<file path="config.mk">
export PLATFORM = sky130hd
export DESIGN_NAME = dlc_device_flat
export DESIGN_NICKNAME = d
export VERILOG_FILES = /design/src/dlc_pkg.sv /design/src/dlc_if.sv /design/src/dlc_phase_gen.sv /design/src/dlc_device.sv /design/src/flat_wrapper.sv
export SDC_FILE = /design/constraint.sdc
export NUM_CORES = 1
export LEC_CHECK = 0
export BUFFER_PORTS_ARGS = -buffer_cell sky130_fd_sc_hd__clkbuf_2
export CAP_MARGIN = 20
export CORE_MARGIN = 1.5
export CORE_UTILIZATION = 65
export CTS_CLUSTER_DIAMETER = 30
export DETAILED_ROUTE_END_ITERATION = 12
export MAX_ROUTING_LAYER = met4
export PLACE_DENSITY_LB_ADDON = 0.25
export SLEW_MARGIN = 25
export SYNTH_ARGS = -nofsm -noshare
export SYNTH_HDL_FRONTEND = slang
export SYNTH_HIERARCHICAL = 1
export SYNTH_SLANG_ARGS = --single-unit
</file>
<file path="constraint.sdc">
create_clock -name sys_clk -period 11.11 [get_ports sys_clk]
set_input_delay 1.6665 -clock sys_clk [delete_from_list [all_inputs] [get_ports sys_clk]]
set_output_delay 1.6665 -clock sys_clk [all_outputs]
set_load 0.01 [all_outputs]
</file>
<file path="src/dlc_pkg.sv">
// package with constants, types and helpers for the delay-locked clock manager
// Contract
// - reset drops lock within four source cycles
// - reset is active high, dynamic or low
// - reset zeroes taps; outputs may misbehave
// - assert reset only on reconfigure or retune
// - locked doubled output is 2x, 50/50
// - unlocked doubled output is 1x, 25/75
// - high-frequency variant has no doubled output
// - divided output uses static ratio from list
// - unconfigured divide ratio defaults to two
// - divided output always has 50/50 duty
// - standard variant adds 90/180/270 phase outputs
// - high-frequency variant adds only 180 phase
// - duty correction on gives 50/50 1x outputs
// - duty correction off copies source duty
// - lock indicated only after lock achieved
// - consumers ignore outputs until lock asserted
// - startup wait holds config-complete until lock
// - feedback only from phase-0 or doubled output
// - off-chip pad feedback must use doubled output
// - simple wrapper exposes input and deskewed output
// - source period change requires a reset pulse
// - clock stop: outputs run on, resume, lock held
package dlc_pkg;
	// variant selection
	localparam logic [1:0] VAR_STANDARD = 2'h0;
	localparam logic [1:0] VAR_HIGH_FREQ = 2'h1;
	localparam logic [1:0] VAR_SIMPLE = 2'h2;

	// divide ratio option codes; code 0 is the default ratio of two
	localparam logic [2:0] DIV_2 = 3'h0;
	localparam logic [2:0] DIV_1P5 = 3'h1;
	localparam logic [2:0] DIV_2P5 = 3'h2;
	localparam logic [2:0] DIV_3 = 3'h3;
	localparam logic [2:0] DIV_4 = 3'h4;
	localparam logic [2:0] DIV_5 = 3'h5;
	localparam logic [2:0] DIV_8 = 3'h6;
	localparam logic [2:0] DIV_16 = 3'h7;

	// timing counts in sys_clk cycles or source periods
	localparam int LOCK_CYCLES_DEFAULT = 5000;
	localparam logic [15:0] DRIFT_CYCLES = 16'h0001;
	localparam logic [2:0] STOP_PERIODS = 3'h2;
	localparam logic [2:0] RESUME_PERIODS = 3'h2;
	localparam logic [2:0] RST_PULSE_CYCLES = 3'h4;

	// controller registers (word aligned byte offsets)
	localparam logic [7:0] CTRL_OFF = 8'h00;
	localparam logic [7:0] STATUS_OFF = 8'h04;
	localparam int CTRL_RST_BIT = 0;
	localparam int CTRL_DIV_LSB = 1;
	localparam int CTRL_DUTY_BIT = 4;
	localparam int CTRL_WAIT_BIT = 5;
	localparam int CTRL_FBSEL_BIT = 6;
	localparam int CTRL_REQ_BIT = 7;
	localparam int STAT_LOCK_BIT = 0;
	localparam int STAT_DONE_BIT = 1;
	localparam int STAT_RST_BIT = 2;
	localparam logic [2:0] DIV_RESET = DIV_2;
	localparam logic DUTY_RESET = 1'b1;
	localparam logic WAIT_RESET = 1'b0;
	localparam logic FBSEL_RESET = 1'b0;

	// lock state machine, one-hot
	typedef enum logic [3:0] {
		ST_IDLE = 4'b0001,
		ST_MEASURE = 4'b0010,
		ST_SETTLE = 4'b0100,
		ST_LOCKED = 4'b1000
	} dlc_lock_state_t;

	// divide ratio in half units of the source period
	function automatic logic [5:0] dlc_div_halves(input logic [2:0] code);
		logic [5:0] h;
		h = 6'h04;
		case (code)
			DIV_1P5: h = 6'h03;
			DIV_2P5: h = 6'h05;
			DIV_3: h = 6'h06;
			DIV_4: h = 6'h08;
			DIV_5: h = 6'h0a;
			DIV_8: h = 6'h10;
			DIV_16: h = 6'h20;
			default: h = 6'h04;
		endcase
		return h;
	endfunction
endpackage

</file>
<file path="src/dlc_if.sv">
// interface joining the clock manager and its controlling logic
`timescale 1ns/1ps
interface dlc_if;
	logic source_clk_in;
	logic feedback_clk_in;
	logic dll_rst;
	logic [2:0] divide_ratio_option;
	logic duty_correct_en;
	logic startup_wait_en;
	logic config_request;
	logic out_phase_0;
	logic out_phase_90;
	logic out_phase_180;
	logic out_phase_270;
	logic doubled_clk_out;
	logic divided_clk_out;
	logic locked;
	logic config_done;

	modport dev (
		input source_clk_in, feedback_clk_in, dll_rst, divide_ratio_option,
		input duty_correct_en, startup_wait_en, config_request,
		output out_phase_0, out_phase_90, out_phase_180, out_phase_270,
		output doubled_clk_out, divided_clk_out, locked, config_done
	);
	modport ctl (
		output source_clk_in, feedback_clk_in, dll_rst, divide_ratio_option,
		output duty_correct_en, startup_wait_en, config_request,
		input out_phase_0, out_phase_90, out_phase_180, out_phase_270,
		input doubled_clk_out, divided_clk_out, locked, config_done
	);
endinterface

</file>
<file path="src/dlc_phase_gen.sv">
// one phase-shifted 1x output level from the shared timebase
`timescale 1ns/1ps
module dlc_phase_gen #(
	parameter int QUARTER = 0
) (
	input wire logic [15:0] cnt,
	input wire logic [15:0] period,
	input wire logic [15:0] high_time,
	input wire logic duty_en,
	output logic level
);
	import dlc_pkg::*;
	logic [17:0] shift_w;
	logic [15:0] shift;
	logic [15:0] pos;
	logic [15:0] width;

	// shift is QUARTER quarters of the period; width picks corrected or source duty
	always_comb begin
		shift_w = (18'(period) * 18'(QUARTER)) >> 2;
		shift = shift_w[15:0];
		pos = (cnt >= shift) ? (cnt - shift) : (cnt + period - shift);
		width = duty_en ? (period >> 1) : high_time;
		level = (pos < width);
	end
endmodule

</file>
<file path="src/dlc_device.sv">
// behavioural delay-locked clock manager on the sys_clk sampling grid
`timescale 1ns/1ps
module dlc_device #(
	parameter logic [1:0] VARIANT = dlc_pkg::VAR_STANDARD,
	parameter int LOCK_CYCLES = dlc_pkg::LOCK_CYCLES_DEFAULT
) (
	input wire logic sys_clk,
	input wire logic sys_rst,
	dlc_if.dev link
);
	import dlc_pkg::*;

	typedef struct packed {
		dlc_lock_state_t st;
		logic src_m;
		logic src_s;
		logic src_p;
		logic fb_m;
		logic fb_s;
		logic fb_p;
		logic fb_seen;
		logic [15:0] per_cnt;
		logic [15:0] hi_cnt;
		logic [15:0] period;
		logic [15:0] high;
		logic [15:0] phase_cnt;
		logic [15:0] lock_cnt;
		logic [19:0] div_cnt;
		logic [2:0] missed;
		logic [2:0] refill;
		logic run;
		logic locked;
		logic done;
		logic div_out;
		logic dbl_out;
		logic [3:0] ph_out;
	} dlc_dev_state_t;

	dlc_dev_state_t q;
	dlc_dev_state_t d;
	logic [3:0] ph_level;
	logic src_rise;
	logic fb_rise;
	logic [15:0] new_period;
	logic [15:0] diff;
	logic [15:0] half;
	logic [15:0] c2;
	logic [21:0] div_prod;
	logic [19:0] div_half;

	// one generator per quarter phase, all sharing the timebase
	for (genvar k = 0; k < 4; k++) begin : g_phase
		dlc_phase_gen #(.QUARTER(k)) u_gen (
			.cnt(q.phase_cnt),
			.period(q.period),
			.high_time(q.high),
			.duty_en(link.duty_correct_en),
			.level(ph_level[k])
		);
	end

	// next-state logic for the whole block
	always_comb begin
		d = q;
		// clock pins from outside pass two flops before anything looks at them
		d.src_m = link.source_clk_in;
		d.src_s = q.src_m;
		d.src_p = q.src_s;
		d.fb_m = link.feedback_clk_in;
		d.fb_s = q.fb_m;
		d.fb_p = q.fb_s;
		src_rise = q.src_s & ~q.src_p;
		fb_rise = q.fb_s & ~q.fb_p;
		new_period = q.per_cnt + 16'h0001;
		diff = (new_period >= q.period) ? (new_period - q.period) : (q.period - new_period);
		half = q.period >> 1;
		c2 = (q.phase_cnt >= half) ? (q.phase_cnt - half) : q.phase_cnt;
		div_prod = (22'(dlc_div_halves(link.divide_ratio_option)) * 22'(q.period)) >> 2;
		div_half = div_prod[19:0];

		// period and high-time measurement of the sampled source
		if (fb_rise) begin
			d.fb_seen = 1'b1;
		end
		if (src_rise) begin
			d.per_cnt = 16'h0000;
			d.hi_cnt = 16'h0001;
		end else begin
			if (q.per_cnt != 16'hffff) begin
				d.per_cnt = new_period;
			end
			if (q.src_s && q.hi_cnt != 16'hffff) begin
				d.hi_cnt = q.hi_cnt + 16'h0001;
			end
		end

		// output timebase free-runs so outputs drain after the source stops
		if (src_rise) begin
			d.phase_cnt = 16'h0000;
			d.missed = 3'h0;
			if (!q.run && q.st != ST_IDLE && q.st != ST_MEASURE) begin
				d.refill = q.refill + 3'h1;
				if (q.refill + 3'h1 >= RESUME_PERIODS) begin
					d.run = 1'b1;
					d.refill = 3'h0;
				end
			end
		end else if (q.phase_cnt + 16'h0001 >= q.period) begin
			d.phase_cnt = 16'h0000;
			if (q.missed != 3'h7) begin
				d.missed = q.missed + 3'h1;
			end
			if (q.missed + 3'h1 >= STOP_PERIODS) begin
				d.run = 1'b0;
			end
		end else begin
			d.phase_cnt = q.phase_cnt + 16'h0001;
		end

		// lock sequencing; a stopped source stalls it without losing lock
		case (q.st)
			ST_IDLE: begin
				if (src_rise) begin
					d.st = ST_MEASURE;
				end
			end
			ST_MEASURE: begin
				if (src_rise) begin
					d.period = new_period;
					d.high = q.hi_cnt;
					if (diff <= DRIFT_CYCLES) begin
						d.st = ST_SETTLE;
						d.lock_cnt = 16'h0000;
						d.run = 1'b1;
					end
				end
			end
			ST_SETTLE: begin
				if (src_rise) begin
					// a feedback edge on the boundary counts for the next period, so the set wins
					d.fb_seen = fb_rise;
					if (diff > DRIFT_CYCLES) begin
						d.st = ST_MEASURE;
					end else if (q.fb_seen) begin
						d.lock_cnt = q.lock_cnt + 16'h0001;
						d.high = q.hi_cnt;
						if (q.lock_cnt == 16'(LOCK_CYCLES - 1)) begin
							d.st = ST_LOCKED;
							d.locked = 1'b1;
						end
					end
				end
			end
			ST_LOCKED: begin
				// drift after lock is not tracked; the controller must reset
				d.locked = 1'b1;
			end
			default: d.st = ST_IDLE;
		endcase

		// divided output toggles every half of N source periods
		if (q.run && q.st != ST_IDLE) begin
			if (q.div_cnt + 20'h00001 >= div_half) begin
				d.div_cnt = 20'h00000;
				d.div_out = ~q.div_out;
			end else begin
				d.div_cnt = q.div_cnt + 20'h00001;
			end
		end

		// registered output levels; quiet while the delay line is empty
		if (q.run) begin
			d.ph_out = ph_level;
			if (q.locked) begin
				d.dbl_out = (c2 < (q.period >> 2));
			end else begin
				d.dbl_out = (q.phase_cnt < (q.period >> 2));
			end
		end else begin
			d.ph_out = 4'h0;
			d.dbl_out = 1'b0;
		end

		// startup wait holds completion until lock
		d.done = link.config_request && (!link.startup_wait_en || d.locked);

		// lock-loop reset zeroes taps and drops lock on the next edge
		if (link.dll_rst) begin
			d.st = ST_IDLE;
			d.locked = 1'b0;
			d.lock_cnt = 16'h0000;
			d.period = 16'h0000;
			d.high = 16'h0000;
			d.phase_cnt = 16'h0000;
			d.div_cnt = 20'h00000;
			d.missed = 3'h0;
			d.refill = 3'h0;
			d.run = 1'b0;
			d.fb_seen = 1'b0;
			d.div_out = 1'b0;
			d.dbl_out = 1'b0;
			d.ph_out = 4'h0;
			d.done = link.config_request && !link.startup_wait_en;
		end
	end

	// single state register
	always_ff @(posedge sys_clk) begin
		if (sys_rst) begin
			q <= '{st: ST_IDLE, default: '0};
		end else begin
			q <= d;
		end
	end

	// variant masking: outputs a variant lacks stay low
	always_comb begin
		link.out_phase_0 = q.ph_out[0];
		link.out_phase_180 = (VARIANT == VAR_SIMPLE) ? 1'b0 : q.ph_out[2];
		link.out_phase_90 = (VARIANT == VAR_STANDARD) ? q.ph_out[1] : 1'b0;
		link.out_phase_270 = (VARIANT == VAR_STANDARD) ? q.ph_out[3] : 1'b0;
		link.doubled_clk_out = (VARIANT == VAR_STANDARD) ? q.dbl_out : 1'b0;
		link.divided_clk_out = (VARIANT == VAR_SIMPLE) ? 1'b0 : q.div_out;
		link.locked = (VARIANT == VAR_SIMPLE) ? 1'b0 : q.locked;
		link.config_done = q.done;
	end
endmodule

</file>
<file path="src/flat_wrapper.sv">
// flat-port wrapper written by rule: the top's interface ports become plain ports
module dlc_device_flat import dlc_pkg::*;
#(
	parameter logic [1:0] VARIANT = dlc_pkg::VAR_STANDARD,
	parameter int LOCK_CYCLES = dlc_pkg::LOCK_CYCLES_DEFAULT
)
  (sys_clk, sys_rst, link_source_clk_in, link_feedback_clk_in, link_dll_rst, link_divide_ratio_option, link_duty_correct_en, link_startup_wait_en, link_config_request, link_out_phase_0, link_out_phase_90, link_out_phase_180, link_out_phase_270, link_doubled_clk_out, link_divided_clk_out, link_locked, link_config_done);
  dlc_if link_i ();
  input wire logic sys_clk;
  input wire logic sys_rst;
  input wire logic [$bits(link_i.source_clk_in)-1:0] link_source_clk_in;
  input wire logic [$bits(link_i.feedback_clk_in)-1:0] link_feedback_clk_in;
  input wire logic [$bits(link_i.dll_rst)-1:0] link_dll_rst;
  input wire logic [$bits(link_i.divide_ratio_option)-1:0] link_divide_ratio_option;
  input wire logic [$bits(link_i.duty_correct_en)-1:0] link_duty_correct_en;
  input wire logic [$bits(link_i.startup_wait_en)-1:0] link_startup_wait_en;
  input wire logic [$bits(link_i.config_request)-1:0] link_config_request;
  output wire logic [$bits(link_i.out_phase_0)-1:0] link_out_phase_0;
  output wire logic [$bits(link_i.out_phase_90)-1:0] link_out_phase_90;
  output wire logic [$bits(link_i.out_phase_180)-1:0] link_out_phase_180;
  output wire logic [$bits(link_i.out_phase_270)-1:0] link_out_phase_270;
  output wire logic [$bits(link_i.doubled_clk_out)-1:0] link_doubled_clk_out;
  output wire logic [$bits(link_i.divided_clk_out)-1:0] link_divided_clk_out;
  output wire logic [$bits(link_i.locked)-1:0] link_locked;
  output wire logic [$bits(link_i.config_done)-1:0] link_config_done;
  assign link_i.source_clk_in = link_source_clk_in;
  assign link_i.feedback_clk_in = link_feedback_clk_in;
  assign link_i.dll_rst = link_dll_rst;
  assign link_i.divide_ratio_option = link_divide_ratio_option;
  assign link_i.duty_correct_en = link_duty_correct_en;
  assign link_i.startup_wait_en = link_startup_wait_en;
  assign link_i.config_request = link_config_request;
  assign link_out_phase_0 = link_i.out_phase_0;
  assign link_out_phase_90 = link_i.out_phase_90;
  assign link_out_phase_180 = link_i.out_phase_180;
  assign link_out_phase_270 = link_i.out_phase_270;
  assign link_doubled_clk_out = link_i.doubled_clk_out;
  assign link_divided_clk_out = link_i.divided_clk_out;
  assign link_locked = link_i.locked;
  assign link_config_done = link_i.config_done;
  dlc_device #(.VARIANT(VARIANT), .LOCK_CYCLES(LOCK_CYCLES)) u_core (.sys_clk(sys_clk), .sys_rst(sys_rst), .link(link_i));
endmodule
</file>
==> flow_summary.json, run 1 <==
{
  "drc_errors": 0,
  "synth_edf_count": 0,
  "setup_viol": 0,
  "die_w_um": 185.5,
  "tightest_slew_ns": 1.021,
  "nFillCells": 2708,
  "min_period_over_period_pct": 75.67,
  "rows": 66,
  "place_hpwl_um": 44350,
  "synth_common_cells": "316 x ha_1, 304 x inv_1, 207 x a21oi_1, 176 x nor2_1, 171 x nand2_1",
  "max-clock-path-buffers": 2,
  "gr-total-overflow": 0,
  "syn_nets": 3150,
  "syn_to_final_growth_pct": 5.339,
  "r2r-start": "u_core/half[2]",
  "clk_latency_ns": 0.44,
  "postCtsSetupBuffers": 0,
  "power.density_mw_per_mm2": 51.14,
  "finalSetupTns_ns": 0,
  "power.total_mw": 1.167,
  "rrSetupSlack_ns": 4.32,
  "cts_tree": "done",
  "path_buf_inv": 4,
  "rsz0062_at_grt": "false",
  "synth.distinct_cells": 99,
  "synthFlopType": "dfxtp_1",
  "critical-path-max-stage-delay_ns": 0.59,
  "synth_area_per_cell_um2": 7.975,
  "start_util_pct": 66.22,
  "slew_headroom_pct": 31.81,
  "clkTransAtPathRegs_ns": 0.06,
  "cp.depth": 32,
  "p_switching_uw": 318.3,
  "grt_pass1_vias": 19334,
  "switching_share_pct": 27.28,
  "async_reset_ff_share_pct": 0,
  "yosysSeqAreaShare_pct": 13.13,
  "cts_root_buf": "clkbuf_16",
  "yosysMostFrequentCell": "ha_1",
  "grt_max_degree": 65,
  "placed_area_mm2": 0.02225,
  "holdWs_ns": 0.4404,
  "cap_violations": 0,
  "io_pins": 19,
  "cp_common_cell": "a21oi_1",
  "required_ns": 11.47,
  "yosys-top-cells-area": "ha_1 18%, dfxtp_1 13%, fa_1 10%",
  "critical-path-top-delay-family": "compound AO/OA/AOI/OAI gates",
  "detail_route.first_pass.iterations": 6,
  "syn_inst": 2715,
  "fin_crit_ns": 8.407,
  "synth_largest_area_cell": "ha_1",
  "fin_area_mm2": 0.02281,
  "holdBufCountCts": 0,
  "grt_pass1_wl_um": 96070,
  "slew_viol_final": 0,
  "status": "complete, no violations",
  "rr_worst_depth": 30,
  "dieHeight_um": 185.5,
  "clock.fmax_mhz": 119.0,
  "cp-start-kind": "input pin",
  "p_leak_nw": 10.62,
  "startpoint": "link_divide_ratio_option[2]",
  "grt_use_total_pct": 36.23,
  "nNetsFinal": 3144,
  "port-buffer-count": 18,
  "htreeDepth": 4,
  "wirelength_um": 59390,
  "synth-seq-cells": 142,
  "p_int_uw": 848.2,
  "ant_nets": 0,
  "arrival_ns": 8.76,
  "vias": 20126,
  "synth_top_area_share_pct": 18.26,
  "hold_violations": 0,
  "globalplace.congestion": 0.9628,
  "synth_warnings": 6,
  "wire_per_inst_um": 18.76,
  "antenna_found_initial": 3,
  "cts_resized": 0,
  "dieArea_mm2": 0.03442,
  "worstSetupPathType": "in2reg",
  "drive_above_1_share_pct": 5.072,
  "vdd.ir_drop.worst_uv": 102.4,
  "core_mm2": 0.03270,
  "pwr-share-comb_pct": 9.1,
  "min_path_type": "reg2reg",
  "p_clk_share_pct": 46.8,
  "cp_slowest_cell": "nand2_1",
  "cp-end-kind": "flop",
  "cts.sinks": 142,
  "endpoint": "u_core/q[15]",
  "fin_skew_ns": 0.01875,
  "reg2reg_to": "u_core/q[15]",
  "syn-cell-area_mm2": 0.02165,
  "p_seq_share_pct": 44.1,
  "drt_iter0_drc": 1591,
  "cts_made_buffers": 17,
  "viasPerCell": 6.357,
  "cp_max_fo": 30
}
registers in the layout, indices dropped and copies added (netlist names):
name                         flops
u_core/d                         4
u_core/half                     15
u_core/link.config_done          1
u_core/link.divided_clk_out      1
u_core/link.doubled_clk_out      1
u_core/link.locked               1
u_core/link.out_phase_0          1
u_core/link.out_phase_180        1
u_core/link.out_phase_270        1
u_core/link.out_phase_90         1
u_core/q                       115
logic make-up (layout without fill, tap and decap cells):
family / after synthesis / count (layout) / synth area share, %
xor gates and xnor gates: 182 / 182 / 7.362
buffers and inverters: 384 / 390 / 6.905
DFF: 142 / 142 / 13.13
AOI/OAI and AO/OA: 686 / 686 / 21.06
muxes: 97 / 97 / 4.530
other: 0 / 3 / 0
and+or+nand+nor: 800 / 800 / 18.77
adders and majority gates: 424 / 424 / 28.24
how the worst min path moves through the flow:
stage | cells after the start | end | from | slack (ns)
after detailed placement | 1 | u_core/d[135] | u_core/d[136] | 0.43
after global routing | 1 | u_core/d[135] | u_core/d[136] | 0.46
final | 1 | u_core/d[135] | u_core/d[136] | 0.44
after CTS | 1 | u_core/d[135] | u_core/d[136] | 0.44
after global placement | 1 | u_core/d[135] | u_core/d[136] | 0.44
after floorplan | 1 | u_core/d[132] | u_core/d[133] | 0.41
cell usage in the layout, fill, tap and decap left out, types with 10 or more instances in the layout:
| cell type | instances |
|---|---|
| nor2_1 | 174 |
| o21ai_0 | 115 |
| dfxtp_1 | 142 |
| nand4b_1 | 11 |
| a32o_1 | 17 |
| a31oi_1 | 21 |
| o211ai_1 | 20 |
| xor2_1 | 78 |
| nor3_1 | 72 |
| nand4_1 | 40 |
| or3_1 | 10 |
| a21oi_1 | 206 |
| ha_1 | 316 |
| o31ai_1 | 12 |
| mux2i_1 | 92 |
| buf_4 | 37 |
| and3_1 | 49 |
| nand2_1 | 171 |
| clkbuf_2 | 17 |
| xnor2_1 | 103 |
| fa_1 | 108 |
| a211oi_1 | 38 |
| o21bai_1 | 18 |
| and2_1 | 47 |
| o21ai_1 | 18 |
| o31a_1 | 11 |
| nand3_1 | 70 |
| o2111ai_1 | 10 |
| nor4_1 | 15 |
| a2111oi_0 | 10 |
| inv_1 | 304 |
| clkbuf_16 | 17 |
| a21o_1 | 68 |
| nand2b_1 | 40 |
| o21a_1 | 31 |
| nor2b_1 | 48 |
worst register-to-register path: cells and delay by family (launching register included):
family,cells,cell delay [ns]
flops,1,0.31
simple gates,5,0.58
xor+xnor,1,0.18
buf+inv,6,0.99
compound gates,13,2.48
fa+ha+maj,5,2.17
routing by layer:
layer	up-vias	GRT usage, %	routed length, um
met4	0	18.08	3025
met5	-	-	0
met2	829	56.39	26410
li1	9616	-	-
met3	192	5.146	4572
met1	9489	46.06	25390
per-stage QoR:
step                      worst slack, ns  instances  util [%]
final                               2.703       3166     69.75
after global routing                2.046       3166     69.75
after CTS                           2.575       3163     69.69
after detailed placement            2.163       3132     68.02
after global placement              2.384       3132     67.99
after floorplan                     2.924       2715         -
final cells by class:
| type | instances | area, um^2 | area share, % |
|---|---|---|---|
| diodes | 3 | 7.507 | 0.03291 |
| repair buffers | 54 | 362.8 | 1.591 |
| clock inverters | 12 | 102.6 | 0.4498 |
| well taps | 442 | 553.0 | 2.425 |
| clock buffers | 19 | 442.9 | 1.942 |
| flip-flops and latches | 142 | 2843 | 12.46 |
| inverters | 305 | 1147 | 5.030 |
| multi-input cells | 2189 | 17350 | 76.07 |
power groups by stage:
stage | Sequential, mW | Combinational (mW) | Clock [mW]
3_5_place_dp | 0.526 | 0.102 | 0
4_1_cts | 0.515 | 0.103 | 0.554
3_3_place_gp | 0.526 | 0.0992 | 0
2_1_floorplan | 0.525 | 0.0792 | 0
6_report | 0.515 | 0.106 | 0.546
5_1_grt | 0.515 | 0.114 | 0.572
No activity file was read; power rests on OpenSTA's default activity.
==> run 2, diff against run 1 <==
Settings changed: CORE_UTILIZATION 65 to 60.
Clock period 11.11 ns to 6.9 ns, I/O delays scaled along.
==> flow_summary.json, run 2 (same netlist as run 1, synthesis figures left out) <==
{
  "final_cell_mix": "314 x ha_1, 302 x inv_1, 202 x a21oi_1",
  "fin_area_mm2": 0.02341,
  "placed_area_mm2": 0.02268,
  "cp_slowest_cell": "fa_1",
  "setup_viol": 0,
  "cts_made_buffers": 17,
  "clk_latency_ns": 0.43,
  "gr-total-overflow": 0,
  "io_pins": 19,
  "status": "complete, no violations",
  "hold_violations": 0,
  "antenna_found_initial": 1,
  "final_common_cell": "ha_1",
  "nNetsFinal": 3194,
  "rsz0062_at_grt": "true",
  "placed_cells": 3199,
  "fin_skew_ns": 0.01692,
  "regMostFlops": "u_core/q",
  "max-clock-path-buffers": 2,
  "p_leak_nw": 10.90,
  "p_seq_share_pct": 41.5,
  "die_w_um": 193.0,
  "dieHeight_um": 193.0,
  "core_mm2": 0.03557,
  "reg2reg_to": "u_core/q[20]",
  "clkTransAtPathRegs_ns": 0.06,
  "vdd.ir_drop.worst_uv": 173.3,
  "port-buffer-count": 18,
  "wire_per_inst_um": 20.20,
  "tightest_slew_ns": 1.016,
  "switching_share_pct": 25.75,
  "p_int_mw": 1.482,
  "syn_to_final_growth_pct": 8.125,
  "cts_root_buf": "clkbuf_16",
  "drc_errors": 0,
  "cap_violations": 0,
  "detail_route.first_pass.iterations": 6,
  "drive_above_1_share_pct": 7.684,
  "p_switching_uw": 514.2,
  "grt_use_total_pct": 36.08,
  "drt_iter0_drc": 1526,
  "htreeDepth": 4,
  "holdBufCountCts": 0,
  "viasPerCell": 6.295,
  "rrSetupSlack_ns": 0.33,
  "cp-start-kind": "input pin",
  "p_clk_share_pct": 49.7,
  "critical-path-max-stage-delay_ns": 0.56,
  "hold_depth": 1,
  "cts.sinks": 142,
  "wirelength_um": 65330,
  "required_ns": 7.26,
  "slew_headroom_pct": 32.18,
  "start_util_pct": 60.88,
  "dieArea_mm2": 0.03724,
  "nFillCells": 3110,
  "grt_pass1_vias": 19499,
  "cp_common_cell": "a21oi_2",
  "globalplace.congestion": 0.9459,
  "r2r-start": "u_core/half[6]",
  "place_hpwl_um": 50570,
  "pwr-share-comb_pct": 8.8,
  "min_period_over_period_pct": 96.76,
  "grt_pass1_wl_um": 102000,
  "min_from": "u_core/d[136]",
  "rr_worst_depth": 28,
  "cts_tree": "done",
  "slew_viol_final": 0,
  "clock.fmax_mhz": 149.8,
  "fin_crit_ns": 6.676,
  "hold_path_end": "u_core/d[135]",
  "largest_reg_flops": 115,
  "cp-end-kind": "flop",
  "fin_util_pct": 65.82,
  "worstSetupPathType": "in2reg",
  "vias": 20357,
  "post_layout_nonfiller_instances": 3234,
  "min_path_type": "reg2reg",
  "grt_max_degree": 65,
  "power.density_mw_per_mm2": 85.28,
  "rows": 69,
  "arrival_ns": 7.03,
  "cp_max_fo": 5,
  "ant_nets": 0
}
-- run 2: how the worst max path moves through the flow --
stage                                      from            to  slack [ns]  depth (start not counted)
global route        link_divide_ratio_option[1]  u_core/q[15]       -0.05                         35
detailed placement  link_divide_ratio_option[1]  u_core/q[15]       -0.33                         28
finish              link_divide_ratio_option[1]  u_core/q[20]        0.22                         34
floorplan           link_divide_ratio_option[2]  u_core/q[15]        0.02                         32
CTS                 link_divide_ratio_option[1]  u_core/q[15]        0.11                         28
global placement    link_divide_ratio_option[1]  u_core/q[25]       -0.21                         31
-- run 2: layout make-up --
class	instances	area, um^2	share of cell area [%]
Antenna cell	1	2.502	0.01069
Clock buffer	19	442.9	1.892
Clock inverter	13	177.7	0.7589
Inverter	305	1147	4.901
Multi-Input combinational cell	2189	17440	74.51
Sequential cell	142	2846	12.16
Tap cell	461	576.8	2.464
Timing Repair Buffer	104	774.5	3.308
-- run 2: layer usage --
metal	GRT usage, %	up-vias	wire length, um	part of all wire (%)
met2	57.71	769	29710	45
met1	43.58	9651	26880	41
met5	-	-	0	0
met3	6.932	213	5182	7.9
met4	17.63	0	3556	5.4
li1	-	9724	-	-
-- run 2: repair_timing --
| action | CTS | global route |
|---|---|---|
| resized for setup | 0 | 25 |
| hold endpoints to repair | 0 | 0 |
| endpoints found under the setup margin | 0 | 22 |
| setup buffers | 0 | 1 |
-- run 2: critical path: cells and delay by family --
family	cells	cell delay (ns)
AOI/OAI and AO/OA	15	2.65
xor gates and xnor gates	1	0.16
adders and majority gates	6	2.00
buffers and inverters	6	0.72
and+or+nand+nor	6	0.46
-- run 2: power groups by stage --
stage	logic, mW	registers (mW)	clock network, mW
after floorplan	0.128	0.846	0
after global placement	0.168	0.847	0
after detailed placement	0.171	0.847	0
after CTS	0.172	0.829	1.00
after global routing	0.190	0.829	1.03
final	0.176	0.829	0.991
-- run 2: through the flow --
| step | setup WS, ns | power (mW) | hold slack, ns | setup TNS, ns |
|---|---|---|---|---|
| finish | 0.2237 | 1.997 | 0.4359 | 0 |
| global placement | -0.2076 | 1.015 | 0.4272 | -3.542 |
| CTS | 0.1134 | 2.003 | 0.4357 | 0 |
| global route | -0.05190 | 2.054 | 0.4584 | -0.2452 |
| detailed placement | -0.3299 | 1.018 | 0.4212 | -5.374 |
| floorplan | 0.01612 | 0.9741 | 0.4138 | 0 |
